==> config.mk <==
export PLATFORM = sky130hd
export DESIGN_NAME = ofd_core
export DESIGN_NICKNAME = d
export VERILOG_FILES = /design/src/ofd_pkg.sv /design/src/ofd_tbl_step.sv /design/src/ofd_core.sv
export SDC_FILE = /design/constraint.sdc
export NUM_CORES = 1
export LEC_CHECK = 0
export ABC_AREA = 1
export ABC_CLOCK_PERIOD_IN_PS = 1900
export BUFFER_PORTS_ARGS = -buffer_cell sky130_fd_sc_hd__buf_4
export CAP_MARGIN = 20
export CORE_ASPECT_RATIO = 0.7
export CORE_MARGIN = 5
export CORE_UTILIZATION = 40
export DETAILED_ROUTE_END_ITERATION = 16
export GPL_ROUTABILITY_DRIVEN = 0
export MAX_ROUTING_LAYER = met4
export SLEW_MARGIN = 30
export SYNTH_ARGS = -nofsm -noshare
export SYNTH_HDL_FRONTEND = slang
export SYNTH_SLANG_ARGS = --single-unit
==> constraint.sdc <==
create_clock -name hclk -period 1.9 [get_ports hclk]
set_input_delay 0.095 -clock hclk [delete_from_list [all_inputs] [get_ports hclk]]
set_output_delay 0.095 -clock hclk [all_outputs]
set_load 0.02 [all_outputs]
==> src/ofd_pkg.sv <==
// Shared constants, types and register map of the operand field decoder
package ofd_pkg;
  // Register byte offsets on the bus
  localparam logic [7:0] OFD_CTRL = 8'h00;
  localparam logic [7:0] OFD_WORD0 = 8'h04;
  localparam logic [7:0] OFD_WORD1 = 8'h08;
  localparam logic [7:0] OFD_BANK = 8'h0c;
  localparam logic [7:0] OFD_ACC = 8'h10;
  localparam logic [7:0] OFD_RESULT = 8'h14;
  localparam logic [7:0] OFD_STATUS = 8'h18;
  localparam logic [7:0] OFD_FLAGUPD = 8'h1c;
  localparam logic [7:0] OFD_PRODUCT_LOW_BYTE = 8'h20;
  localparam logic [7:0] OFD_PRODUCT_HIGH_BYTE = 8'h24;
  localparam logic [7:0] OFD_TABLE_POINTER = 8'h28;
  localparam logic [7:0] OFD_TBLLAT = 8'h2c;
  localparam logic [7:0] OFD_DEC0 = 8'h30;
  localparam logic [7:0] OFD_DEC1 = 8'h34;
  localparam logic [7:0] OFD_DEC2 = 8'h38;
  localparam logic [7:0] OFD_DEC3 = 8'h3c;
  localparam logic [7:0] OFD_PTR0 = 8'h40;
  localparam logic [7:0] OFD_SHADOW = 8'h50;
  // Bases for the table direction bit (2) and call return bit (9) of the instruction word
  localparam int OFD_CTRL_RET = 4;
  localparam int OFD_CTRL_TWR = 5;
  // Field position of the affect mask in the flag update register
  localparam int OFD_MASK_LSB = 8;
  // Byte-oriented word layout
  localparam int OFD_D_BIT = 9;
  localparam int OFD_A_BIT = 8;
  // Top nibble that marks a second instruction word
  localparam logic [3:0] OFD_WORD2_TAG = 4'hf;
  // Reset values
  localparam logic [3:0] OFD_CTRL_RST = 4'h0;
  localparam logic [7:0] OFD_BYTE_RST = 8'h00;
  localparam logic [4:0] OFD_FLAG_RST = 5'h00;
  // Lowest access-region address that maps to the top bank
  localparam logic [7:0] OFD_ACCESS_SPLIT = 8'h60;

  // Instruction format, chosen by software
  typedef enum logic [3:0] {
    FMT_BYTE, FMT_BIT, FMT_LIT, FMT_MOVE, FMT_BRREL8, FMT_BRREL11,
    FMT_BRABS, FMT_TABLE, FMT_CALL, FMT_LDPTR, FMT_INDEX
  } ofd_fmt_t;

  // Table pointer access modes
  typedef enum logic [1:0] {
    TBL_KEEP, TBL_POSTINC, TBL_POSTDEC, TBL_PREINC
  } ofd_tbl_t;

  // Decoded operand fields handed to execution
  typedef struct packed {
    logic [11:0] data_addr;
    logic [2:0] bit_idx;
    logic dest_file;
    logic acc_bank;
    logic [1:0] ptr_sel;
    logic fast;
    ofd_tbl_t tbl_mode;
    logic nop;
    logic [19:0] literal;
    logic [20:0] branch;
    logic [11:0] src_addr;
    logic [11:0] dst_addr;
  } ofd_dec_t;

  // Flags: carry, digit carry, zero, overflow, negative
  typedef struct packed {
    logic negative;
    logic signed_excess_flag;
    logic zero;
    logic digit_carry_flag;
    logic carry;
  } ofd_flags_t;
endpackage : ofd_pkg

==> src/ofd_tbl_step.sv <==
// Table pointer step unit: access address and pointer after the access
module ofd_tbl_step
  import ofd_pkg::*;
#(
  parameter int PTR_W = 21
)(
  input wire logic [PTR_W-1:0] ptr,
  input wire ofd_pkg::ofd_tbl_t mode,
  output logic [PTR_W-1:0] access_addr,
  output logic [PTR_W-1:0] next_ptr
);
  // One step of the pointer, shared by all three moving modes
  logic [PTR_W-1:0] one;

  // Pointer arithmetic wraps within its own width
  always_comb
  begin
    one = {{(PTR_W-1){1'b0}}, 1'b1};
    access_addr = ptr;
    next_ptr = ptr;
    case (mode)
      TBL_KEEP:
      begin
        next_ptr = ptr;
      end
      TBL_POSTINC:
      begin
        next_ptr = ptr + one;
      end
      TBL_POSTDEC:
      begin
        next_ptr = ptr - one;
      end
      TBL_PREINC:
      begin
        // Pointer moves before the access and the access uses the new one
        access_addr = ptr + one;
        next_ptr = ptr + one;
      end
      default:
      begin
        next_ptr = ptr;
      end
    endcase
  end
endmodule : ofd_tbl_step

==> src/ofd_core.sv <==
// Operand field decoder with its core registers, on an AHB-Lite slave
//
// Functional notes
// - a=0 access region, a=1 uses bank
// - Three-bit field picks bit 0 to 7
// - d=0 result to accumulator, d=1 file
// - f is 8-bit address or pointer designator
// - Moves use two 12-bit addresses, no bank
// - Table ops keep, post-inc, post-dec, pre-inc pointer
// - s=1 saves/restores shadows, s=0 leaves them
// - Table pointer is 21 bits into program memory
// - n is relative signed or absolute target
// - Literal is 8, 12 or 20 bits
// - Don't-care bits never change the result
// - Indexed offsets 7 bits, added to pointer
// - Five flags, only affected ones update
// - Product kept as two readable bytes
// - Byte word: opcode, d, a, file address
// - Lone second word executes as no-op
module ofd_core
  import ofd_pkg::*;
#(
  parameter int BANK_W = 4,
  parameter int PTR_W = 21
)(
  input wire logic hclk,
  input wire logic hresetn,
  input wire logic hsel,
  input wire logic [31:0] haddr,
  input wire logic [1:0] htrans,
  input wire logic hwrite,
  input wire logic [2:0] hsize,
  input wire logic [31:0] hwdata,
  input wire logic hready,
  output logic [31:0] hrdata,
  output logic hreadyout,
  output logic hresp,
  output ofd_pkg::ofd_dec_t dec,
  output logic file_wr,
  output logic [11:0] file_wr_addr,
  output logic [7:0] file_wr_data,
  output logic tbl_req,
  output logic tbl_wr,
  output logic [PTR_W-1:0] tbl_addr
);
  import ofd_pkg::*;

  // Bus pipeline state
  logic wr_pend_q, wr_pend_d;
  logic [7:0] wr_off_q, wr_off_d;
  logic [31:0] rdata_q, rdata_d;
  logic rdy_q, rdy_d;
  // Software-visible core registers
  logic [3:0] ctrl_q, ctrl_d;
  logic [15:0] word0_q, word0_d;
  logic [15:0] word1_q, word1_d;
  logic [BANK_W-1:0] bank_select_reg_q, bank_select_reg_d;
  logic [7:0] accumulator_reg_q, accumulator_reg_d;
  ofd_flags_t flags_q, flags_d;
  logic [7:0] product_low_byte_q, product_low_byte_d;
  logic [7:0] product_high_byte_q, product_high_byte_d;
  logic [PTR_W-1:0] table_pointer_q, table_pointer_d;
  logic [7:0] table_latch_byte_q, table_latch_byte_d;
  logic [11:0] indirect_pointer_q [4];
  logic [11:0] indirect_pointer_d [4];
  // Shadow copies for fast call and return
  logic [7:0] sh_acc_q, sh_acc_d;
  logic [BANK_W-1:0] sh_bank_q, sh_bank_d;
  ofd_flags_t sh_flags_q, sh_flags_d;
  // Decoder and execution outputs
  ofd_dec_t dec_q, dec_d, dec_new;
  logic file_wr_q, file_wr_d;
  logic [11:0] file_wr_addr_q, file_wr_addr_d;
  logic [7:0] file_wr_data_q, file_wr_data_d;
  logic tbl_req_q, tbl_req_d, tbl_wr_q, tbl_wr_d;
  logic [PTR_W-1:0] tbl_addr_q, tbl_addr_d;
  // Table step results
  logic [PTR_W-1:0] tbl_access, tbl_next;
  // Bus decode helpers
  logic addr_ok, rd_take, wr_take;
  logic rd_late_q, rd_late_d; // Read held back one cycle behind a write

  // Offset of a bus address within the register window
  function automatic logic [7:0] reg_off(input logic [31:0] a);
    reg_off = a[7:0];
  endfunction : reg_off

  // Data address from an 8-bit file field, the a bit and the bank
  function automatic logic [11:0] data_addr(input logic [7:0] f,
    input logic a, input logic [BANK_W-1:0] bank);
    logic [11:0] r;
    r = 12'h000;
    if (a)
      r = {{(4-BANK_W){1'b0}}, bank, f};
    else if (f >= OFD_ACCESS_SPLIT)
      r = {4'hf, f};
    else
      r = {4'h0, f};
    data_addr = r;
  endfunction : data_addr

  // Table pointer step unit
  ofd_tbl_step #(
    .PTR_W(PTR_W)
  ) u_step (
    .ptr(table_pointer_q),
    .mode(dec_new.tbl_mode),
    .access_addr(tbl_access),
    .next_ptr(tbl_next)
  );

  // Field decode of the incoming word; only fields of the chosen format
  // carry word bits, the rest stay zero so stray bits cannot leak
  always_comb
  begin
    logic [15:0] w0;
    logic [15:0] w1;
    w0 = hwdata[15:0];
    w1 = word1_q;
    dec_new = '0;
    case (ofd_fmt_t'(ctrl_q))
      FMT_BYTE:
      begin
        // Opcode in 15:10 is not needed here
        dec_new.dest_file = w0[OFD_D_BIT];
        dec_new.acc_bank = w0[OFD_A_BIT];
        dec_new.data_addr = data_addr(w0[7:0], w0[OFD_A_BIT],
          bank_select_reg_q);
      end
      FMT_BIT:
      begin
        dec_new.bit_idx = w0[11:9];
        dec_new.dest_file = 1'b1;
        dec_new.acc_bank = w0[8];
        dec_new.data_addr = data_addr(w0[7:0], w0[8], bank_select_reg_q);
      end
      FMT_LIT:
      begin
        dec_new.literal = {12'h000, w0[7:0]};
      end
      FMT_MOVE:
      begin
        // Full 12-bit addresses, bank select plays no part
        dec_new.src_addr = w0[11:0];
        dec_new.dst_addr = w1[11:0];
      end
      FMT_BRREL8:
      begin
        dec_new.branch = {{13{w0[7]}}, w0[7:0]};
      end
      FMT_BRREL11:
      begin
        dec_new.branch = {{10{w0[10]}}, w0[10:0]};
      end
      FMT_BRABS, FMT_CALL:
      begin
        dec_new.literal = {w1[11:0], w0[7:0]};
        dec_new.branch = {1'b0, w1[11:0], w0[7:0]};
        if (ofd_fmt_t'(ctrl_q) == FMT_CALL)
          dec_new.fast = w0[8];
      end
      FMT_TABLE:
      begin
        dec_new.tbl_mode = ofd_tbl_t'(w0[1:0]);
      end
      FMT_LDPTR:
      begin
        dec_new.ptr_sel = w0[5:4];
        dec_new.literal = {8'h00, w0[3:0], w1[7:0]};
      end
      FMT_INDEX:
      begin
        // Seven-bit offsets ride on the pointer in slot two
        dec_new.ptr_sel = 2'h2;
        dec_new.src_addr = indirect_pointer_q[2] +
          {5'h00, w0[6:0]};
        dec_new.dst_addr = indirect_pointer_q[2] +
          {5'h00, w1[6:0]};
      end
      default:
      begin
        dec_new = '0;
      end
    endcase
    // A second word on its own does nothing
    if (w0[15:12] == OFD_WORD2_TAG)
    begin
      dec_new = '0;
      dec_new.nop = 1'b1;
    end
  end

  // Next state of the bus slave and every core register
  always_comb
  begin
    logic [7:0] roff;
    logic [4:0] mask;
    logic [7:0] fetch;
    roff = reg_off(haddr);
    fetch = rd_late_q ? wr_off_q : roff;
    mask = hwdata[OFD_MASK_LSB+4:OFD_MASK_LSB];
    addr_ok = hsel && hready && htrans[1];
    rd_take = addr_ok && !hwrite;
    wr_take = addr_ok && hwrite;
    wr_pend_d = wr_take;
    wr_off_d = addr_ok ? roff : wr_off_q;
    // A read chasing a write is taken now but fetched a cycle later so
    // it sees the written value; one wait state covers the delay
    rd_late_d = rd_take && wr_pend_q;
    rdy_d = !rd_late_d;
    rdata_d = rdata_q;
    ctrl_d = ctrl_q;
    word0_d = word0_q;
    word1_d = word1_q;
    bank_select_reg_d = bank_select_reg_q;
    accumulator_reg_d = accumulator_reg_q;
    flags_d = flags_q;
    product_low_byte_d = product_low_byte_q;
    product_high_byte_d = product_high_byte_q;
    table_pointer_d = table_pointer_q;
    table_latch_byte_d = table_latch_byte_q;
    indirect_pointer_d = indirect_pointer_q;
    sh_acc_d = sh_acc_q;
    sh_bank_d = sh_bank_q;
    sh_flags_d = sh_flags_q;
    dec_d = dec_q;
    file_wr_d = 1'b0;
    file_wr_addr_d = file_wr_addr_q;
    file_wr_data_d = file_wr_data_q;
    tbl_req_d = 1'b0;
    tbl_wr_d = tbl_wr_q;
    tbl_addr_d = tbl_addr_q;
    // Read data is fetched in the address phase, or a cycle later behind a write, and shown in the data phase
    if ((rd_take && !wr_pend_q) || rd_late_q)
    begin
      case (fetch)
        OFD_CTRL: rdata_d = {28'h0, ctrl_q};
        OFD_WORD0: rdata_d = {16'h0, word0_q};
        OFD_WORD1: rdata_d = {16'h0, word1_q};
        OFD_BANK: rdata_d = {{(32-BANK_W){1'b0}}, bank_select_reg_q};
        OFD_ACC: rdata_d = {24'h0, accumulator_reg_q};
        OFD_STATUS: rdata_d = {27'h0, flags_q};
        OFD_PRODUCT_LOW_BYTE: rdata_d = {24'h0, product_low_byte_q};
        OFD_PRODUCT_HIGH_BYTE: rdata_d = {24'h0, product_high_byte_q};
        OFD_TABLE_POINTER: rdata_d = {{(32-PTR_W){1'b0}}, table_pointer_q};
        OFD_TBLLAT: rdata_d = {24'h0, table_latch_byte_q};
        OFD_DEC0: rdata_d = {9'h0, dec_q.nop, dec_q.tbl_mode, dec_q.fast,
          dec_q.ptr_sel, dec_q.acc_bank, dec_q.dest_file, dec_q.bit_idx,
          dec_q.data_addr};
        OFD_DEC1: rdata_d = {12'h0, dec_q.literal};
        OFD_DEC2: rdata_d = {11'h0, dec_q.branch};
        OFD_DEC3: rdata_d = {4'h0, dec_q.dst_addr, 4'h0, dec_q.src_addr};
        OFD_PTR0, OFD_PTR0 + 8'h04, OFD_PTR0 + 8'h08, OFD_PTR0 + 8'h0c:
          rdata_d = {20'h0, indirect_pointer_q[fetch[3:2]]};
        OFD_SHADOW: rdata_d = {11'h0, sh_flags_q,
          {(8-BANK_W){1'b0}}, sh_bank_q, sh_acc_q};
        default: rdata_d = 32'h0;
      endcase
    end
    // Writes land in the data phase
    if (wr_pend_q)
    begin
      case (wr_off_q)
        OFD_CTRL: ctrl_d = hwdata[3:0];
        OFD_WORD1: word1_d = hwdata[15:0];
        OFD_BANK: bank_select_reg_d = hwdata[BANK_W-1:0];
        OFD_ACC: accumulator_reg_d = hwdata[7:0];
        OFD_PRODUCT_LOW_BYTE: product_low_byte_d = hwdata[7:0];
        OFD_PRODUCT_HIGH_BYTE: product_high_byte_d = hwdata[7:0];
        OFD_TABLE_POINTER: table_pointer_d = hwdata[PTR_W-1:0];
        OFD_TBLLAT: table_latch_byte_d = hwdata[7:0];
        OFD_PTR0, OFD_PTR0 + 8'h04, OFD_PTR0 + 8'h08, OFD_PTR0 + 8'h0c:
          indirect_pointer_d[wr_off_q[3:2]] = hwdata[11:0];
        OFD_FLAGUPD:
        begin
          // Flags outside the mask keep their value
          flags_d = (flags_q & ~mask) | (hwdata[4:0] & mask);
        end
        OFD_RESULT:
        begin
          if (dec_q.dest_file)
          begin
            file_wr_d = 1'b1;
            file_wr_addr_d = dec_q.data_addr;
            file_wr_data_d = hwdata[7:0];
          end
          else
            accumulator_reg_d = hwdata[7:0];
        end
        OFD_WORD0:
        begin
          // Latching the word also latches every decoded field
          word0_d = hwdata[15:0];
          dec_d = dec_new;
          if (!dec_new.nop)
          begin
            case (ofd_fmt_t'(ctrl_q))
              FMT_LDPTR:
                indirect_pointer_d[dec_new.ptr_sel] =
                  dec_new.literal[11:0];
              FMT_TABLE:
              begin
                tbl_req_d = 1'b1;
                // Direction comes from this word only, never the last one
                tbl_wr_d = hwdata[OFD_CTRL_TWR-3];
                tbl_addr_d = tbl_access;
                table_pointer_d = tbl_next;
              end
              FMT_CALL:
              begin
                if (dec_new.fast && !hwdata[OFD_CTRL_RET+5])
                begin
                  sh_acc_d = accumulator_reg_q;
                  sh_bank_d = bank_select_reg_q;
                  sh_flags_d = flags_q;
                end
                else if (dec_new.fast)
                begin
                  accumulator_reg_d = sh_acc_q;
                  bank_select_reg_d = sh_bank_q;
                  flags_d = sh_flags_q;
                end
              end
              default:
              begin
                tbl_req_d = 1'b0;
              end
            endcase
          end
        end
        default:
        begin
          // Unmapped writes are accepted and dropped
          file_wr_d = 1'b0;
        end
      endcase
    end
  end

  // Registers of the whole block
  always_ff @(posedge hclk or negedge hresetn)
  begin
    if (!hresetn)
    begin
      wr_pend_q <= 1'b0;
      wr_off_q <= 8'h00;
      rdata_q <= 32'h0;
      rdy_q <= 1'b1;
      rd_late_q <= 1'b0;
      ctrl_q <= OFD_CTRL_RST;
      word0_q <= 16'h0;
      word1_q <= 16'h0;
      bank_select_reg_q <= '0;
      accumulator_reg_q <= OFD_BYTE_RST;
      flags_q <= OFD_FLAG_RST;
      product_low_byte_q <= OFD_BYTE_RST;
      product_high_byte_q <= OFD_BYTE_RST;
      table_pointer_q <= '0;
      table_latch_byte_q <= OFD_BYTE_RST;
      indirect_pointer_q <= '{default: 12'h000};
      sh_acc_q <= OFD_BYTE_RST;
      sh_bank_q <= '0;
      sh_flags_q <= OFD_FLAG_RST;
      dec_q <= '0;
      file_wr_q <= 1'b0;
      file_wr_addr_q <= 12'h000;
      file_wr_data_q <= OFD_BYTE_RST;
      tbl_req_q <= 1'b0;
      tbl_wr_q <= 1'b0;
      tbl_addr_q <= '0;
    end
    else
    begin
      wr_pend_q <= wr_pend_d;
      wr_off_q <= wr_off_d;
      rdata_q <= rdata_d;
      rdy_q <= rdy_d;
      rd_late_q <= rd_late_d;
      ctrl_q <= ctrl_d;
      word0_q <= word0_d;
      word1_q <= word1_d;
      bank_select_reg_q <= bank_select_reg_d;
      accumulator_reg_q <= accumulator_reg_d;
      flags_q <= flags_d;
      product_low_byte_q <= product_low_byte_d;
      product_high_byte_q <= product_high_byte_d;
      table_pointer_q <= table_pointer_d;
      table_latch_byte_q <= table_latch_byte_d;
      indirect_pointer_q <= indirect_pointer_d;
      sh_acc_q <= sh_acc_d;
      sh_bank_q <= sh_bank_d;
      sh_flags_q <= sh_flags_d;
      dec_q <= dec_d;
      file_wr_q <= file_wr_d;
      file_wr_addr_q <= file_wr_addr_d;
      file_wr_data_q <= file_wr_data_d;
      tbl_req_q <= tbl_req_d;
      tbl_wr_q <= tbl_wr_d;
      tbl_addr_q <= tbl_addr_d;
    end
  end

  // Outputs come straight from flip-flops; response is always OKAY
  assign hrdata = rdata_q;
  assign hreadyout = rdy_q;
  assign hresp = 1'b0;
  assign dec = dec_q;
  assign file_wr = file_wr_q;
  assign file_wr_addr = file_wr_addr_q;
  assign file_wr_data = file_wr_data_q;
  assign tbl_req = tbl_req_q;
  assign tbl_wr = tbl_wr_q;
  assign tbl_addr = tbl_addr_q;
endmodule : ofd_core

# After elaboration in Yosys (flattened, before gate mapping)
# Cells that the tools add are included.
# totals
ff_bits,338
latchBits,0
ram_bits,0
mem_bits_ro,0
input_bits,74
mem_count,0
# classes
add_sub_neg,4
n_mul,0
div_mod_pow,0
magnitude_cmp,6
n_eq_ne,54
n_shift,0
muxes,55
n_bitwise,8
reduce_logical,42
# ops
cell,n
$pmux 28 s16,1
$bwmux 48,2
$eq 8x6->1 const B,12
$mux 48,2
$pmux 48 s2,1
$mux 88,1
$mux 12,7
$pmux 21 s2,2
$eq 8x7->1 const B,9
$mux 21,3
$pmux 21 s3,1
$pmux 20 s3,1
$demux 12 s2,2
$mux 8,6
$pmux 24 s2,1
$eq 8x5->1 const B,5
$eq 8x4->1 const B,4
$add 12x7->12,2
$bmux 12 s2,1
$pmux 8 s3,1
$add 21x1->21 const B,1
$sub 21x1->21 const B,1
$mux 5,4
$eq 4x3->1 const B,4
39 further kinds,95

# Logic depth before layout (Yosys ltp)
# logic_depth
word_depth,14
ltp_mapped,15
depth_no_buf,13

# Modules after synthesis
# From an unflattened synthesis, not the netlist that was laid out.
# unflattened
hier_cells,2686
area_unflattened_um2,19338.5
# by_module_without_submodules
mod,n_inst,cells_each,area_per_inst_um2,seq_area_each_um2
ofd_core,1,2339,17549.3,8359.3
ofd_tbl_step,1,347,1789.2,0.0

# Worst setup path after synthesis
# Ideal clock, no wire load.
# synth_timing
kind,register to register
start,reg word1_q[0]
end,"reg dec_q, in the netlist dec[10]"
setup_ns,0.118
arrival_time_ns,1.909
required_ns,1.782
setup_slack_ns,-0.127
stages_incl_launch_ff,10
n_path_buf,0
period_less_slack_ns,2.027
cell_sequence,dfrtp_1 ha_1 fa_1 nand2_1 o21ai_0 a21oi_1 o21ai_0 or2_2 nand3_1 nand2_1
# synth_via
elab_chain_len,3
# synth_rtl
item,line_no,text
from (decl),ofd_core.sv:56,"logic [15:0] word1_q, word1_d;"
from (signal assigned),ofd_core.sv:381,word1_q <= word1_d;
$add 12x7->12,ofd_core.sv:177,dec_new.dst_addr = indirect_pointer_q[2] +
$pmux 24 s2,ofd_core.sv:121,case (ofd_fmt_t'(ctrl_q))
$mux 88,ofd_core.sv:186,if (w0[15:12] == OFD_WORD2_TAG)
to (signal assigned),ofd_core.sv:364,dec_q <= '0;
to (signal assigned),ofd_core.sv:393,dec_q <= dec_d;
to (decl),ofd_core.sv:71,"ofd_dec_t dec_q, dec_d, dec_new;"
# No other way between the ends.
# A chain may end at the register's enable or synchronous reset.

# Worst setup path after layout
# layout_timing
start,reg rd_late_q
end,"reg rdata_q[3], in the netlist hrdata[3]"
# layout_via
elab_chain_len,6
word_cells_on_any_way,27
cone_classes,eq/ne (18); mux (5); bitwise (1); reduce/logical (3)
# layout_rtl
item,line_no,text
from (decl),ofd_core.sv:81,"logic rd_late_q, rd_late_d;"
from (signal assigned),ofd_core.sv:378,rd_late_q <= rd_late_d;
$mux 8,ofd_core.sv:200,fetch = rd_late_q ? wr_off_q : roff;
$not 2->3 (not written as such),ofd_core.sv:254,"rdata_d = {20'h0, indirect_pointer_q[fetch[3:2]]};"
$bmux 12 s2,ofd_core.sv:254,
$mux 12 (not written as such) (2 in a row),ofd_core.sv:254,
$pmux 28 s16,ofd_core.sv:236,case (fetch)
to (signal assigned),ofd_core.sv:376,rdata_q <= rdata_d;
to (decl),ofd_core.sv:51,"logic [31:0] rdata_q, rdata_d;"
# Parallel ways exist; a longest one is shown, timed or not. The select of a mux whose other input is x is not followed.

==> metrics.md <==
| Metric | Value |
|---|---|
| Largest net degree at the start of global routing | 70 |
| Pre-CTS setup slack | -281.8 ps |
| Failing checks | negative setup slack |
| R2R setup slack | -190 ps |
| Sequential cell area fraction in the yosys report | around 45% |
| DPL Wire Length | between 60 and 70 mm |
| Antenna-violating nets left | 0 |
| Critical Path Sink Type | flip-flop |
| 1st-iter DRT viols | around 3,000 |
| Max Fclk | about 480 MHz |
| Initial antenna violation count | 2 |
| GRT Resource Usage Total | between 30% and 40% |
| H-tree depth | 2 |
| Die height | between 150 and 200 µm |
| Starting density of the core | approximately two fifths |
| Die area | between 50,000 and 60,000 µm² |
| Crit path kind | flip-flop to flip-flop |
| Cells after synthesis | 2,511 |
| Routed wire length | around 87 mm |
| Hold_sp | hwdata[2] |
| Area Overhead vs Synth | 47.31% |
| Final setup viols | 120 |
| Number of synthesis warnings | 0 |
| Worst setup SP type | flip-flop |
| Lkg Pwr | 0.01334 µW |
| Setup WS post-layout | -187.4 ps |
| Root Driver | clkbuf_16 |
| Unrepaired setup endpoints after global routing | true |
| Total area of sequential cells | roughly 8400 µm² |
| Routed len/inst | around 24 µm |
| Leading cell type in the layout, fill and taps excluded | nand2_1 |
| First-pass GRT wire length | approximately 120 mm |
| Synth Cell Area | around 19,000 µm² |
| Input/output buffers | between 150 and 200 |
| Final Cycle Share | 109.9% |
| Area of the multi-input gates | approximately 10,000 µm² |
| Via Count | 21,360 |
| RR Startpoint | rd_late_q |
| WHS Endpoint | word1_q[2] |
| Routed vias/inst | 5.802 |
| Mean area per synthesized cell | 7.410 µm² |
| CTS clock-pin slew for the worst setup and hold paths | around 60 ps |
| Overall power | ~22,000 µW |
| Fin crit period | ~2100 ps |
| Max FO, Critical Path | 8 |
| DRC Markers | 0 |
| Core Region | roughly 46,000 µm² |
| Pre-antenna DRT Iters | 7 |
| Die width | about 270 µm |
| Worst skew pair latency | between 500 and 600 ps |
| Vias in the first global route | around 19,000 |
| Nets | about 3,100 |
| Peak supply drop | approximately 0.00060 V |
| Num rows | 66 |
| Worst-Margin Slew | roughly 870 ps |
| Final hold violations | 0 |
| Max Cap Viol | 0 |
| Reg-to-reg endpoint | hrdata[3] |
| Fin Clk Skew | 22.10 ps |
| CTS Sinks | roughly 330 |
| Max Buffers Root-to-Sink | 3 |
| Share of cells above drive strength 1 | between 30% and 40% |
| Total CTS buffers | 37 |
| GRT overflow | 0 |
| Commonest non-fill, non-tap cells in the layout | nand2_1, buf_4, dfrtp_1 |
| WP data arrival | approximately 2500 ps |
| Distinct cells, synth | 57 |
| Hold_ws | about 62 ps |
| Max-slew violations | 0 |
| CTS tree | built |
| Hold Path Class | primary input to flip-flop |
| Hold Crit Depth | 4 |
| # fillers | 4,058 |
| R2R cell count | 12 |
| CP required | 2330 ps |
| IO Count | 240 |
| Worst slew margin | a little over two fifths |
| Status | complete, but fails checks |
| Yosys reg bits | ~330 |
| Power Dens Cells | a little over 800 nW/µm² |
[how the worst max path moves through the flow]
stage	startpoint	to	slack, ps	cells after the start
detailed placement	rd_late_q	hrdata[10]	-280	13
CTS	rd_late_q	hrdata[10]	-70	14
global placement	rd_late_q	hrdata[6]	-220	12
finish	rd_late_q	hrdata[3]	-190	12
global route	rd_late_q	hrdata[3]	-240	12
floorplan	word1_q[0]	dec[10]	5	9
[metrics by stage]
stage | instance area [µm²] | utilization (%) | TNS, ps | cells
floorplan | 18630 | - | 0 | 2515
global placement | 22850 | 49.41 | -11140 | 3498
detailed placement | 22850 | 49.41 | -12380 | 3498
CTS | 25410 | 54.96 | -533.4 | 3629
global route | 27410 | 59.27 | -17060 | 3682
finish | 27410 | 59.27 | -6282 | 3682
[flip-flops by register name, summed over array words and instances, names as in the netlist, 5 cells and up, named ones only]
register / cells
dec: 88
sh_flags_q: 5
word1_q: 16
file_wr_data: 8
accumulator_reg_q: 8
file_wr_addr: 12
word0_q: 16
indirect_pointer_q: 48
wr_off_q: 8
sh_acc_q: 8
product_high_byte_q: 8
product_low_byte_q: 8
table_latch_byte_q: 8
hrdata: 28
tbl_addr: 21
table_pointer_q: 21
[cell families (layout without fill, tap and decap cells)]
logic type,after synthesis,after routing,synth area share (%)
AO/OA/AOI/OAI,504,504,15.22
buffers and inverters,352,905,8.069
other,1,7,0.02015
AND/OR/NAND/NOR,1270,1270,28.86
XOR/XNOR,24,24,1.130
multiplexers,8,8,0.4842
adder cells (fa/ha/maj),18,18,1.291
flip-flops,334,334,44.93
[Yosys cell counts (all sizes together)]
| master | count | share of area (%) |
|---|---|---|
| a21o | 1 | 0.040 |
| o21bai | 2 | 0.081 |
| and2 | 1 | 0.034 |
| o22ai | 58 | 2.0 |
| dfrtp | 333 | 45 |
| a221oi | 1 | 0.047 |
| o2111ai | 4 | 0.19 |
| nor3 | 16 | 0.48 |
| a32oi | 2 | 0.094 |
| ha | 16 | 1.1 |
| a22oi | 21 | 0.85 |
| fa | 2 | 0.22 |
| dfstp | 1 | 0.14 |
| a31oi | 9 | 0.30 |
| xnor2 | 2 | 0.094 |
| xor2 | 22 | 1.0 |
| a2bb2oi | 2 | 0.094 |
| conb | 1 | 0.020 |
| nand3 | 229 | 6.2 |
| mux2 | 8 | 0.48 |
| a21oi | 64 | 1.8 |
| o21ai | 314 | 8.6 |
| clkbuf | 48 | 0.97 |
| a211oi | 1 | 0.040 |
| a22o | 5 | 0.24 |
| o221ai | 2 | 0.094 |
| o211ai | 12 | 0.48 |
| buf | 71 | 2.4 |
| clkinv | 5 | 0.11 |
| nand2 | 775 | 16 |
| or2 | 6 | 0.20 |
| nor2 | 226 | 5.2 |
| nor4 | 2 | 0.067 |
| inv | 228 | 4.6 |
| o31ai | 6 | 0.27 |
| nand4 | 15 | 0.54 |
[metal layers]
metal  routed length (µm)  vias up  track usage, %
met3                12420      291           8.668
met5                    0        -               -
li1                     -     9326               -
met1                35430    10160           47.68
met4                 3399        0           8.639
met2                35320     1584           44.43
[worst max-delay path: stages, from the launching register on]
cell and delay (ps):
dfrtp_2 460, clkinvlp_4 210, nand2_4 140, nand2_8 100
nand2_4 110, nor2_4 60, buf_6 150, nand3_1 130
nand2_1 120, nor2_4 170, nand2_1 80, o21ai_2 170
nand2_1 60
[area by class of cell]
| type | instances | share of cell area, % |
|---|---|---|
| Clock buffer | 52 | 3.875 |
| Antenna cell | 2 | 0.01826 |
| Timing Repair Buffer | 602 | 20.43 |
| Multi-Input combinational cell | 1829 | 37.98 |
| Sequential cell | 334 | 30.57 |
| Clock inverter | 12 | 0.6391 |
| Timing Repair inverter | 6 | 0.1963 |
| Tap cell | 612 | 2.794 |
| Inverter | 233 | 3.492 |
[what timing repair did]
item,CTS,global route
cloned,6,15
endpoints found under the setup margin,180,274
pin swaps,36,107
hold buffers,27,0
resized for setup,210,402
setup buffers,35,38
hold endpoints to repair,382,0
[report_power, final]
| part | leakage, µW | internal, µW | switching [µW] |
|---|---|---|---|
| registers | 0.00372 | 7860 | 912 |
| clock network | 0.000600 | 4450 | 3150 |
| logic | 0.00902 | 2350 | 3660 |
Note: power is estimated with default switching activity, not from simulation.
